**src/logic/snoop_issue_pkg.sv**
```systemverilog
// shared types and constants for the snoop issue controller
package snoop_issue_pkg;

  localparam int N_MASTERS = 4;
  localparam int MID_W = 2;
  localparam int ADDR_W = 32;
  localparam int LINE_SHIFT = 6;

  // transaction codes from the initiating masters
  typedef enum logic [4:0] {
    txn_read_no_snoop = 5'h00,
    txn_read_once = 5'h01,
    txn_read_clean = 5'h02,
    txn_read_not_shared_dirty = 5'h03,
    txn_read_shared = 5'h04,
    txn_read_unique = 5'h05,
    txn_clean_unique = 5'h06,
    txn_make_unique = 5'h07,
    txn_clean_shared = 5'h08,
    txn_clean_invalid = 5'h09,
    txn_make_invalid = 5'h0a,
    txn_write_no_snoop = 5'h0b,
    txn_write_unique = 5'h0c,
    txn_write_line_unique = 5'h0d,
    txn_write_back = 5'h0e,
    txn_write_clean = 5'h0f,
    txn_write_evict = 5'h10,
    txn_evict = 5'h11
  } txn_t;

  // snoop codes driven to the cached masters
  typedef enum logic [3:0] {
    snp_read_once = 4'h0,
    snp_read_shared = 4'h1,
    snp_read_clean = 4'h2,
    snp_read_not_shared_dirty = 4'h3,
    snp_read_unique = 4'h7,
    snp_clean_shared = 4'h8,
    snp_clean_invalid = 4'h9,
    snp_make_invalid = 4'hd
  } snoop_t;

  // why snooping stopped
  typedef enum logic [2:0] {
    stop_no_snoop = 3'b000,
    stop_copy = 3'b001,
    stop_dirty = 3'b010,
    stop_was_unique = 3'b011,
    stop_all_snooped = 3'b100
  } stop_t;

  // snoop response bit positions
  localparam int CR_DATA_XFER = 0;
  localparam int CR_PASS_DIRTY = 2;
  localparam int CR_IS_SHARED = 3;
  localparam int CR_WAS_UNIQUE = 4;

  // register byte offsets and fields
  localparam logic [3:0] REG_CTRL = 4'h0;
  localparam logic [3:0] REG_STATUS = 4'h4;
  localparam logic [3:0] REG_COUNT = 4'h8;
  localparam int CTRL_MI_AFTER_DIRTY = 0;
  localparam int CTRL_USE_READ_UNIQUE = 1;
  localparam logic [1:0] CTRL_RESET = 2'h0;
  localparam int STAT_BUSY = 0;
  localparam int STAT_CONT = 1;
  localparam int STAT_CAUSE_LSB = 4;

  typedef struct packed {
    txn_t txn;
    logic [MID_W-1:0] init_id;
    logic [ADDR_W-1:0] addr;
    logic line_sized;
    logic nonshare_cacheable;
    logic [N_MASTERS-1:0] holders;
  } txn_req_t;

  typedef struct packed {
    snoop_t snp;
    logic [N_MASTERS-1:0] target;
    logic [ADDR_W-1:0] addr;
  } snoop_req_t;

endpackage : snoop_issue_pkg

```
**src/logic/line_ack_tracker.sv**
```systemverilog
// per master guard: awaited acknowledge and continuous line return window
`timescale 1ns/1ns
`default_nettype none
module line_ack_tracker
  import snoop_issue_pkg::*;
(
  input wire logic core_clk,
  input wire logic rst,
  input wire logic resp_sent,
  input wire logic [ADDR_W-1:0] resp_addr,
  input wire logic ack,
  input wire logic [ADDR_W-1:0] check_addr,
  input wire logic mark_qual,
  input wire logic rbeat_valid,
  input wire logic rbeat_last,
  output logic blocked,
  output logic in_line
);

  typedef struct packed {
    logic pending;
    logic [ADDR_W-LINE_SHIFT-1:0] line;
    logic qual;
    logic in_line;
  } trk_t;

  trk_t st;
  trk_t next_st;

  // ack is taken the cycle it shows; no way exists to hold it off
  always_comb
  begin
    next_st = st;
    if (ack)
      next_st.pending = 1'b0;
    if (resp_sent)
    begin
      next_st.pending = 1'b1;
      next_st.line = resp_addr[ADDR_W-1:LINE_SHIFT];
    end
    if (mark_qual)
      next_st.qual = 1'b1;
    if (rbeat_valid && st.qual && !st.in_line && !rbeat_last)
      next_st.in_line = 1'b1;
    if (rbeat_valid && rbeat_last)
    begin
      next_st.in_line = 1'b0;
      next_st.qual = mark_qual;
    end
  end

  always_ff @(posedge core_clk or posedge rst)
  begin
    if (rst)
      st <= '0;
    else
      st <= next_st;
  end

  // same line snoop held while the acknowledge is owed
  assign blocked = st.pending && (st.line == check_addr[ADDR_W-1:LINE_SHIFT]);
  assign in_line = st.in_line;

endmodule : line_ack_tracker
`default_nettype wire

```
**src/logic/coherent_snoop_issue_control.sv**
```systemverilog
// snoop issue controller: target choice, snoop type and stop condition
`timescale 1ns/1ns
`default_nettype none
module coherent_snoop_issue_control
  import snoop_issue_pkg::*;
#(
  parameter bit CONT_LINE_READ = 1'b0
)
(
  input wire logic core_clk,
  input wire logic rst,
  input wire logic req_valid,
  input wire txn_req_t req,
  output logic req_ready,
  output logic snp_valid,
  input wire logic snp_ready,
  output snoop_req_t snp,
  input wire logic cr_valid,
  input wire logic [4:0] cr_resp,
  input wire logic resp_sent_valid,
  input wire logic [MID_W-1:0] resp_sent_id,
  input wire logic [ADDR_W-1:0] resp_sent_addr,
  input wire logic [N_MASTERS-1:0] rack,
  input wire logic [N_MASTERS-1:0] wack,
  input wire logic [N_MASTERS-1:0] rbeat_valid,
  input wire logic [N_MASTERS-1:0] rbeat_last,
  output logic [N_MASTERS-1:0] r_stall,
  output logic done_valid,
  output stop_t done_cause,
  output logic done_pass_dirty,
  output logic [2:0] done_snoops,
  input wire logic [3:0] avs_address,
  input wire logic avs_read,
  input wire logic avs_write,
  input wire logic [31:0] avs_writedata,
  output logic [31:0] avs_readdata,
  output logic avs_waitrequest
);

  typedef enum logic [2:0] {
    st_idle = 3'b000,
    st_pick = 3'b001,
    st_issue = 3'b010,
    st_wait = 3'b011,
    st_done = 3'b100
  } fsm_t;

  typedef enum logic [1:0] {
    cls_none = 2'b00,
    cls_read = 2'b01,
    cls_clean_shared = 2'b10,
    cls_invalidate = 2'b11
  } cls_t;

  typedef struct packed {
    fsm_t fsm;
    txn_req_t cur;
    cls_t cls;
    logic [N_MASTERS-1:0] remaining;
    logic dirty_seen;
    stop_t cause;
    logic [2:0] snoops;
    logic req_ready;
    logic snp_valid;
    snoop_req_t snp;
    logic [N_MASTERS-1:0] r_stall;
    logic done_valid;
    logic [1:0] ctrl;
    logic [15:0] txn_count;
    logic [15:0] snoop_count;
    logic [31:0] readdata;
    logic waitrequest;
    logic cont;
  } state_t;

  state_t st;
  state_t next_st;

  logic [N_MASTERS-1:0] blocked;
  logic [N_MASTERS-1:0] in_line;
  logic [N_MASTERS-1:0] sent_one;
  logic [N_MASTERS-1:0] qual_one;
  logic accept;
  logic qualifying;

  // class of a transaction decides whether and how long to snoop
  function automatic cls_t classify(input txn_t t);
    case (t)
      txn_read_once, txn_read_clean, txn_read_not_shared_dirty, txn_read_shared:
        classify = cls_read;
      txn_clean_shared:
        classify = cls_clean_shared;
      txn_read_unique, txn_clean_unique, txn_make_unique, txn_clean_invalid,
      txn_make_invalid, txn_write_unique, txn_write_line_unique:
        classify = cls_invalidate;
      default:
        classify = cls_none;
    endcase
  endfunction : classify

  // snoop choice per target; every choice leaves the required end state
  function automatic snoop_t pick_snoop(input txn_t t, input logic [1:0] ctrl, input logic dirty);
    snoop_t s;
    s = snp_clean_invalid;
    case (t)
      txn_read_once: s = snp_read_once;
      txn_read_clean: s = snp_read_clean;
      txn_read_not_shared_dirty: s = snp_read_not_shared_dirty;
      txn_read_shared: s = snp_read_shared;
      txn_clean_shared: s = snp_clean_shared;
      txn_read_unique: s = snp_read_unique;
      txn_clean_unique, txn_write_unique, txn_clean_invalid: s = snp_clean_invalid;
      txn_make_unique, txn_write_line_unique, txn_make_invalid: s = snp_make_invalid;
      default: s = snp_clean_invalid;
    endcase
    // read unique is a legal stand-in for every invalidating kind
    if (ctrl[CTRL_USE_READ_UNIQUE] && classify(t) == cls_invalidate)
      s = snp_read_unique;
    // once dirty data has moved, later targets need no data back
    if (ctrl[CTRL_MI_AFTER_DIRTY] && dirty &&
        (t == txn_write_unique || t == txn_read_unique || t == txn_clean_unique || t == txn_clean_invalid))
      s = snp_make_invalid;
    pick_snoop = s;
  endfunction : pick_snoop

  // qualifying line sized reads for continuous return
  always_comb
  begin
    case (req.txn)
      txn_read_clean, txn_read_shared, txn_read_unique, txn_read_not_shared_dirty:
        qualifying = 1'b1;
      txn_read_once:
        qualifying = req.line_sized;
      txn_read_no_snoop:
        qualifying = req.line_sized && req.nonshare_cacheable;
      default:
        qualifying = 1'b0;
    endcase
  end

  assign accept = req_valid && st.req_ready;

  // per master decode of response and request events
  always_comb
  begin
    sent_one = '0;
    qual_one = '0;
    sent_one[resp_sent_id] = resp_sent_valid;
    qual_one[req.init_id] = accept && qualifying;
  end

  genvar gi;
  generate
    for (gi = 0; gi < N_MASTERS; gi++)
    begin : g_trk
      line_ack_tracker u_trk (
        .core_clk(core_clk),
        .rst(rst),
        .resp_sent(sent_one[gi]),
        .resp_addr(resp_sent_addr),
        .ack(rack[gi] || wack[gi]),
        .check_addr(st.cur.addr),
        .mark_qual(qual_one[gi]),
        .rbeat_valid(rbeat_valid[gi]),
        .rbeat_last(rbeat_last[gi]),
        .blocked(blocked[gi]),
        .in_line(in_line[gi])
      );
    end
  endgenerate

  // whole next state: sequencer, bus slave and counters
  always_comb
  begin
    logic [N_MASTERS-1:0] tgt;
    logic stop;
    next_st = st;
    tgt = '0;
    stop = 1'b0;
    next_st.done_valid = 1'b0;
    next_st.cont = CONT_LINE_READ;

    case (st.fsm)
      st_idle:
      begin
        next_st.req_ready = 1'b1;
        if (accept)
        begin
          next_st.req_ready = 1'b0;
          next_st.cur = req;
          next_st.cls = classify(req.txn);
          next_st.dirty_seen = 1'b0;
          next_st.snoops = 3'h0;
          next_st.txn_count = st.txn_count + 16'h1;
          // initiator is never a candidate
          next_st.remaining = req.holders & ~(N_MASTERS'(1) << req.init_id);
          if (classify(req.txn) == cls_none)
          begin
            next_st.cause = stop_no_snoop;
            next_st.fsm = st_done;
          end
          else
            next_st.fsm = st_pick;
        end
      end
      st_pick:
      begin
        // lowest unsnooped candidate, one target at a time
        for (int i = N_MASTERS - 1; i >= 0; i--)
          if (st.remaining[i])
            tgt = N_MASTERS'(1) << i;
        if (st.remaining == '0)
        begin
          next_st.cause = stop_all_snooped;
          next_st.fsm = st_done;
        end
        // hold off while an ack is owed or the target is mid line return
        else if (((tgt & blocked) == '0) && ((tgt & in_line) == '0 || !CONT_LINE_READ))
        begin
          next_st.snp.target = tgt;
          next_st.snp.addr = st.cur.addr;
          next_st.snp.snp = pick_snoop(st.cur.txn, st.ctrl, st.dirty_seen);
          next_st.snp_valid = 1'b1;
          next_st.remaining = st.remaining & ~tgt;
          next_st.fsm = st_issue;
        end
      end
      st_issue:
      begin
        if (snp_ready)
        begin
          next_st.snp_valid = 1'b0;
          next_st.snoops = st.snoops + 3'h1;
          next_st.snoop_count = st.snoop_count + 16'h1;
          next_st.fsm = st_wait;
        end
      end
      st_wait:
      begin
        if (cr_valid)
        begin
          if (cr_resp[CR_PASS_DIRTY])
            next_st.dirty_seen = 1'b1;
          if (cr_resp[CR_WAS_UNIQUE])
          begin
            stop = 1'b1;
            next_st.cause = stop_was_unique;
          end
          else if (st.cls == cls_read && cr_resp[CR_DATA_XFER])
          begin
            stop = 1'b1;
            next_st.cause = stop_copy;
          end
          else if (st.cls == cls_clean_shared && cr_resp[CR_PASS_DIRTY])
          begin
            stop = 1'b1;
            next_st.cause = stop_dirty;
          end
          // no further snoops for the line once a stop is met
          if (stop)
          begin
            next_st.remaining = '0;
            next_st.fsm = st_done;
          end
          else
            next_st.fsm = st_pick;
        end
      end
      st_done:
      begin
        next_st.done_valid = 1'b1;
        next_st.fsm = st_idle;
      end
      default:
        next_st.fsm = st_idle;
    endcase

    // line return waits on a snoop only when continuous return is off
    for (int m = 0; m < N_MASTERS; m++)
      next_st.r_stall[m] = !CONT_LINE_READ && st.snp.target[m] &&
                           (st.fsm == st_issue || st.fsm == st_wait) && !in_line[m];

    // avalon slave: one wait cycle, answer on the following edge
    next_st.waitrequest = 1'b1;
    if ((avs_read || avs_write) && st.waitrequest)
    begin
      next_st.waitrequest = 1'b0;
      case (avs_address)
        REG_CTRL: next_st.readdata = {30'h0, st.ctrl};
        REG_STATUS: next_st.readdata = {25'h0, st.cause, 2'h0, st.cont, (st.fsm != st_idle)};
        REG_COUNT: next_st.readdata = {st.snoop_count, st.txn_count};
        default: next_st.readdata = 32'h0;
      endcase
    end
    if (avs_write && !st.waitrequest && avs_address == REG_CTRL)
      next_st.ctrl = avs_writedata[1:0];
  end

  always_ff @(posedge core_clk or posedge rst)
  begin
    if (rst)
    begin
      st <= '0;
      st.fsm <= st_idle;
      st.cls <= cls_none;
      st.cause <= stop_no_snoop;
      st.ctrl <= CTRL_RESET;
      st.waitrequest <= 1'b1;
    end
    else
      st <= next_st;
  end

  // outputs come straight from the state register
  assign req_ready = st.req_ready;
  assign snp_valid = st.snp_valid;
  assign snp = st.snp;
  assign r_stall = st.r_stall;
  assign done_valid = st.done_valid;
  assign done_cause = st.cause;
  assign done_pass_dirty = st.dirty_seen;
  assign done_snoops = st.snoops;
  assign avs_readdata = st.readdata;
  assign avs_waitrequest = st.waitrequest;

endmodule : coherent_snoop_issue_control
`default_nettype wire

```
**config.mk**
```make
export PLATFORM = sky130hd
export DESIGN_NAME = coherent_snoop_issue_control
export DESIGN_NICKNAME = d
export VERILOG_FILES = /design/src/logic/snoop_issue_pkg.sv /design/src/logic/line_ack_tracker.sv /design/src/logic/coherent_snoop_issue_control.sv
export SDC_FILE = /design/constraint.sdc
export NUM_CORES = 1
export LEC_CHECK = 0
export BUFFER_PORTS_ARGS = -buffer_cell sky130_fd_sc_hd__buf_2
export CAP_MARGIN = 20
export CORE_MARGIN = 2
export CORE_UTILIZATION = 55
export CTS_CLUSTER_DIAMETER = 40
export DETAILED_ROUTE_END_ITERATION = 12
export PLACE_DENSITY_LB_ADDON = 0.1
export RECOVER_POWER = 100
export SKIP_CTS_REPAIR_TIMING = 1
export SLEW_MARGIN = 10
export SYNTH_ARGS = -nofsm -noshare
export SYNTH_HDL_FRONTEND = slang
export SYNTH_SLANG_ARGS = --single-unit
```
**constraint.sdc**
```tcl
create_clock -name core_clk -period 13.7 [get_ports core_clk]
set_input_delay 2.74 -clock core_clk [delete_from_list [all_inputs] [get_ports core_clk]]
set_output_delay 2.74 -clock core_clk [all_outputs]
set_load 0.02 [all_outputs]
```
# After elaboration in Yosys (flattened, before gate mapping)
# Memory sizes are Yosys's and may differ from the RTL's.
# Index checks and enable logic that the tools add are counted.
[word_totals]
elab_cells = 261
reg_bits = 291
output_inout_bits = 87
memories = 4
in_bits = 144
romBits = 160
[op_classes]
eq_ne = 33
n_reduce_logical = 92
muxes = 76
n_bitwise = 8
n_lt_le_gt_ge = 4
n_shift = 1
addsub = 3
[memory_table]
columns = ["memory", "depth", "width", "read_ports", "rd_ports_with_merged_regs", "wr", "line_no", "source"]
rows = [
  ["(no name shown)", 16, 4, 1, 0, 0, "coherent_snoop_issue_control.sv:105", "case (t)"],
  ["(no name shown)", 16, 2, 1, 0, 0, "coherent_snoop_issue_control.sv:88", "case (t)"],
  ["(no name shown)", 16, 2, 1, 0, 0, "coherent_snoop_issue_control.sv:88", ""],
  ["(no name shown)", 16, 2, 1, 0, 0, "coherent_snoop_issue_control.sv:88", ""],
]
[op_table]
columns = ["operator", "n"]
rows = [
  ["$mux W27", 4],
  ["$eq A26 B26 Y1", 4],
  ["$pmux W32 S3", 1],
  ["$mux W41", 2],
  ["$mux W62", 1],
  ["$mux W4", 11],
  ["$logic_and A1 B1 Y1", 41],
  ["$mux W3", 12],
  ["$add A16 B1 Y16 const B", 2],
  ["$reduce_bool A2 Y1", 15],
  ["$mux W2", 12],
  ["$mux W1", 23],
  ["$and A4 B4 Y4", 5],
  ["$eq A5 B3 Y1 const B", 4],
  ["$ne A2 B2 Y1 const B", 9],
  ["$logic_not A4 Y1", 3],
  ["$pmux W3 S4", 1],
  ["$pmux W4 S3", 1],
  ["$reduce_and A4 Y1", 3],
  ["$reduce_and A6 Y1", 2],
  ["$eq A5 B2 Y1 const B", 2],
  ["$eq A5 B4 Y1 const B", 2],
  ["$logic_not A1 Y1", 9],
  ["$logic_or A1 B1 Y1", 9],
  ["29 further kinds", 39],
]

# Logic depth before layout (Yosys ltp)
[logic_depth]
word_depth = 17
depth_mapped = 9
ltp_nobuf = 9

# Cells and area by module
# Synthesis repeated with hierarchy kept, for this count alone.
[unflattened]
hier_cells = 1138
hier_area_um2 = 13425.4
[modules_own_cells]
columns = ["module", "area_each_um2", "seq_area_each_um2", "cells_each", "n_inst"]
rows = [
  ["coherent_snoop_issue_control", 7990.2, 4180.3, 738, 1],
  ["line_ack_tracker", 1358.8, 725.7, 100, 4],
]

# Worst setup path after synthesis
# OpenSTA, ideal clock, no wires.
[synth_path]
path_kind = "input to register"
start = "in req_valid"
end = "reg st, in the netlist done_cause[0]"
required_time_ns = 13.572
path_buffers = 0
slack_ns = 9.487
cell_stages = 6
setup_ns = 0.128
arrival_time_ns = 4.086
cell_sequence = "nand2_1 > nor2_1 > o22ai_1 > or3_1 > a211oi_2 > mux2_1"
[synth_via]
elab_chain_len = 3
[synth_rtl]
columns = ["element", "line_no", "source"]
rows = [
  ["start: declaration", "coherent_snoop_issue_control.sv:12", "input wire logic req_valid,"],
  ["$logic_and A1 B1 Y1", "coherent_snoop_issue_control.sv:141", "assign accept = req_valid && st.req_ready;"],
  ["$ne A2 B2 Y1 (no source line)", "--", ""],
  ["$reduce_and A6 Y1 (no source line)", "--", ""],
  ["end signal: assignment", "coherent_snoop_issue_control.sv:311", "st <= next_st;"],
  ["end: declaration", "coherent_snoop_issue_control.sv:76", "state_t st;"],
]
# Every way passes these cells.
# A chain may end at the register's enable or synchronous reset.

==> impl_metrics.ini <==
[status]
status = finished, violations left
violations = max-capacitance violations, max-slew violations

[synthesis]
synth_ff_type = dfrtp_1
synth_edf_count = 0
yosysWarnings = 0
syn_area_per_cell_um2 = 11.8
synth-async-reset-ratio = 1.00
ys_ff_latch = 283
synthDistinctLibCells = 61
syn_nets = 1293
synthCells = 1136
synth_area_um2 = 13500
yosysSeqAreaShare = 0.527

[power]
power.density_nw_per_um2 = 206
p_leak_nw = 6.99
total_power_mw = 3.07
ir_worst_vdd_mv = 0.106

[clocking]
root_buffer = clkbuf_16
cts_buffer_depth = 3
tritoncts = built
clk_pin_slew_ns = 0.05
cts_htree_levels = 2
clock_sinks = 283
cts_made_buffers = 39
clock_latency_ns = 0.52

[critical_path]
endpoint_kind = async pin
crit_top_cell = clkbuf_1
worstPathMaxFanout = 125
crit_required_ns = 14.37
cp_data_arrival_time_ns = 7.26
path_cells = clkbuf_1 > clkinvlp_2 > clkbuf_1 > buf_16
reg2reg_slack_ns = 8.96
crit_path_top_delay_cell = clkinvlp_2
slowest_delay_ns = 3.02
startpoint_type = input port
crit_type = in -> async

[timing]
slew_violations = 404
slew_headroom = -2.65
fin_ws_ns = 7.11
tns_ns = 0
setup_viol = 0
holdWs_ns = 0.425
fin_worst_skew_ns = 0.0105
hold_violations = 0
finalCritPeriodShare = 0.481
rsz0062_at_grt = no
fin_crit_ns = 6.59
fmax_mhz = 152
tightest_slew_ns = 5.44

[layout]
fillers = 2077
area_delta_synth_final_pct = 11.0
final_common_cell = dfrtp_1
nets = 1393
layout_common_cells = dfrtp_1 (282), nand2_1 (171), clkbuf_1 (111)
drive_above_1_share = 0.219
multiInputGateArea_um2 = 5120
regArea_um2 = 7080
final_cells = 1591

[place]
placedCellCount = 1517
pre_cts_ws_ns = 8.41
dp_hpwl_mm = 20.0
place.gp.congestion = 0.828
io_buffers = 192

[worst_hold_path]
hold_class = reg -> reg

[die]
die_w_um = 160
die_h_um = 160
fp.dieArea_um2 = 25700
ios = 231
core_area_um2 = 24200
row_count = 57
start_util = 0.556

[global_routing]
grt_pass1_vias = 8352
grt_max_degree = 126
grt_usage = 0.226
grt_overflow_total = 0
antenna_found_initial = 2
grt_pass1_wl_mm = 45.9

[flow_run]
drv_cap = 10

[route]
viasPerCell = 5.21
via_count = 8296
dr.pass1.iters = 4
drt-initial-drc-count = 514
ant_nets = 0
routed_wl_mm = 28.8
routedWlPerCell_um = 18.1
drc_errors = 0
flip-flops by register name, summed over array words and instances, names as in the netlist:
| register | flops |
|---|---|
| done_cause | 3 |
| avs_readdata | 32 |
| req_ready | 1 |
| done_snoops | 3 |
| snp | 40 |
| done_pass_dirty | 1 |
| snp_valid | 1 |
| st | 80 |
| g_trk.u_trk.st | 112 |
| r_stall | 4 |
| g_trk.u_trk.in_line | 4 |
| avs_waitrequest | 1 |
| done_valid | 1 |
power by group:
part | internal [mW] | switching [mW]
sequential | 1.04 | 0.231
combinational | 0.332 | 0.439
clock | 0.651 | 0.380
total | 2.02 | 1.05
worst max-delay path, delay by kind of cell:
family / cells / cell delay (ns)
buffers and inverters: 4 / 4.43
synthesized netlist by cell type, types with 12 or more instances:
| cell type | number | share of area |
|---|---|---|
| ha_1 | 13 | 0.012 |
| xnor2_1 | 56 | 0.036 |
| nand2_1 | 170 | 0.047 |
| xor2_1 | 79 | 0.051 |
| clkbuf_1 | 21 | 0.0059 |
| buf_4 | 93 | 0.052 |
| a21oi_1 | 15 | 0.0056 |
| inv_1 | 15 | 0.0042 |
| mux2_4 | 36 | 0.040 |
| buf_2 | 12 | 0.0045 |
| nor2_1 | 29 | 0.0081 |
| o21ai_0 | 15 | 0.0056 |
| mux2_2 | 106 | 0.089 |
| a22o_1 | 35 | 0.023 |
| nor4_1 | 17 | 0.0079 |
| nand3_1 | 20 | 0.0074 |
| dfrtp_1 | 282 | 0.52 |
| nand4_1 | 15 | 0.0070 |
per-stage QoR:
step / instance area [µm²] / utilization
global placement: 13900 / 0.576
global route: 14900 / 0.617
detailed placement: 13900 / 0.576
finish: 14900 / 0.617
CTS: 15300 / 0.631
floorplan: 13500 / -
final timing paths:
path | start | to | cells past startpoint
worst max-delay path | rst | st[38]$_DFFE_PP0P_ | 4
worst min-delay path | g_trk[0].u_trk.in_line$_DFFE_PP0P_ | r_stall[0]$_DFF_PP0_ | 1
worst max register to register | st[146]$_DFFE_PP0P_ | snp[4]$_DFFE_PP0P_ | 7
worst min register to register | g_trk[0].u_trk.in_line$_DFFE_PP0P_ | r_stall[0]$_DFF_PP0_ | 1
max in group core_clk | req_valid | st[65]$_DFFE_PP0P_ | 9
min in group asynchronous | rst | st[135]$_DFFE_PP0P_ | 2
area by class of cell:
| type | instances | share of cell area |
|---|---|---|
| sequential | 283 | 0.475 |
| clock buffer | 48 | 0.0710 |
| multi-input combinational | 694 | 0.343 |
| inverter | 15 | 0.00386 |
| tap | 324 | 0.0272 |
| antenna | 1 | 0.000168 |
| clock inverter | 23 | 0.0193 |
| timing repair buffer | 203 | 0.0608 |
metal layers:
layer	vias up	global-route usage	share of wire
met5	-	0	0.00045
met4	2	0.0639	0.020
met3	52	0.0393	0.049
met2	186	0.377	0.48
met1	4066	0.306	0.45
li1	3990	-	-
cells by family after synthesis:
family | count (synthesis) | synth area share
simple gates | 298 | 0.104
flops | 283 | 0.527
buf+inv | 159 | 0.0796
mux | 150 | 0.135
xor+xnor | 135 | 0.0879
compound gates | 98 | 0.0551
fa+ha+maj | 13 | 0.0121
Power figures use the tool's default switching activity.
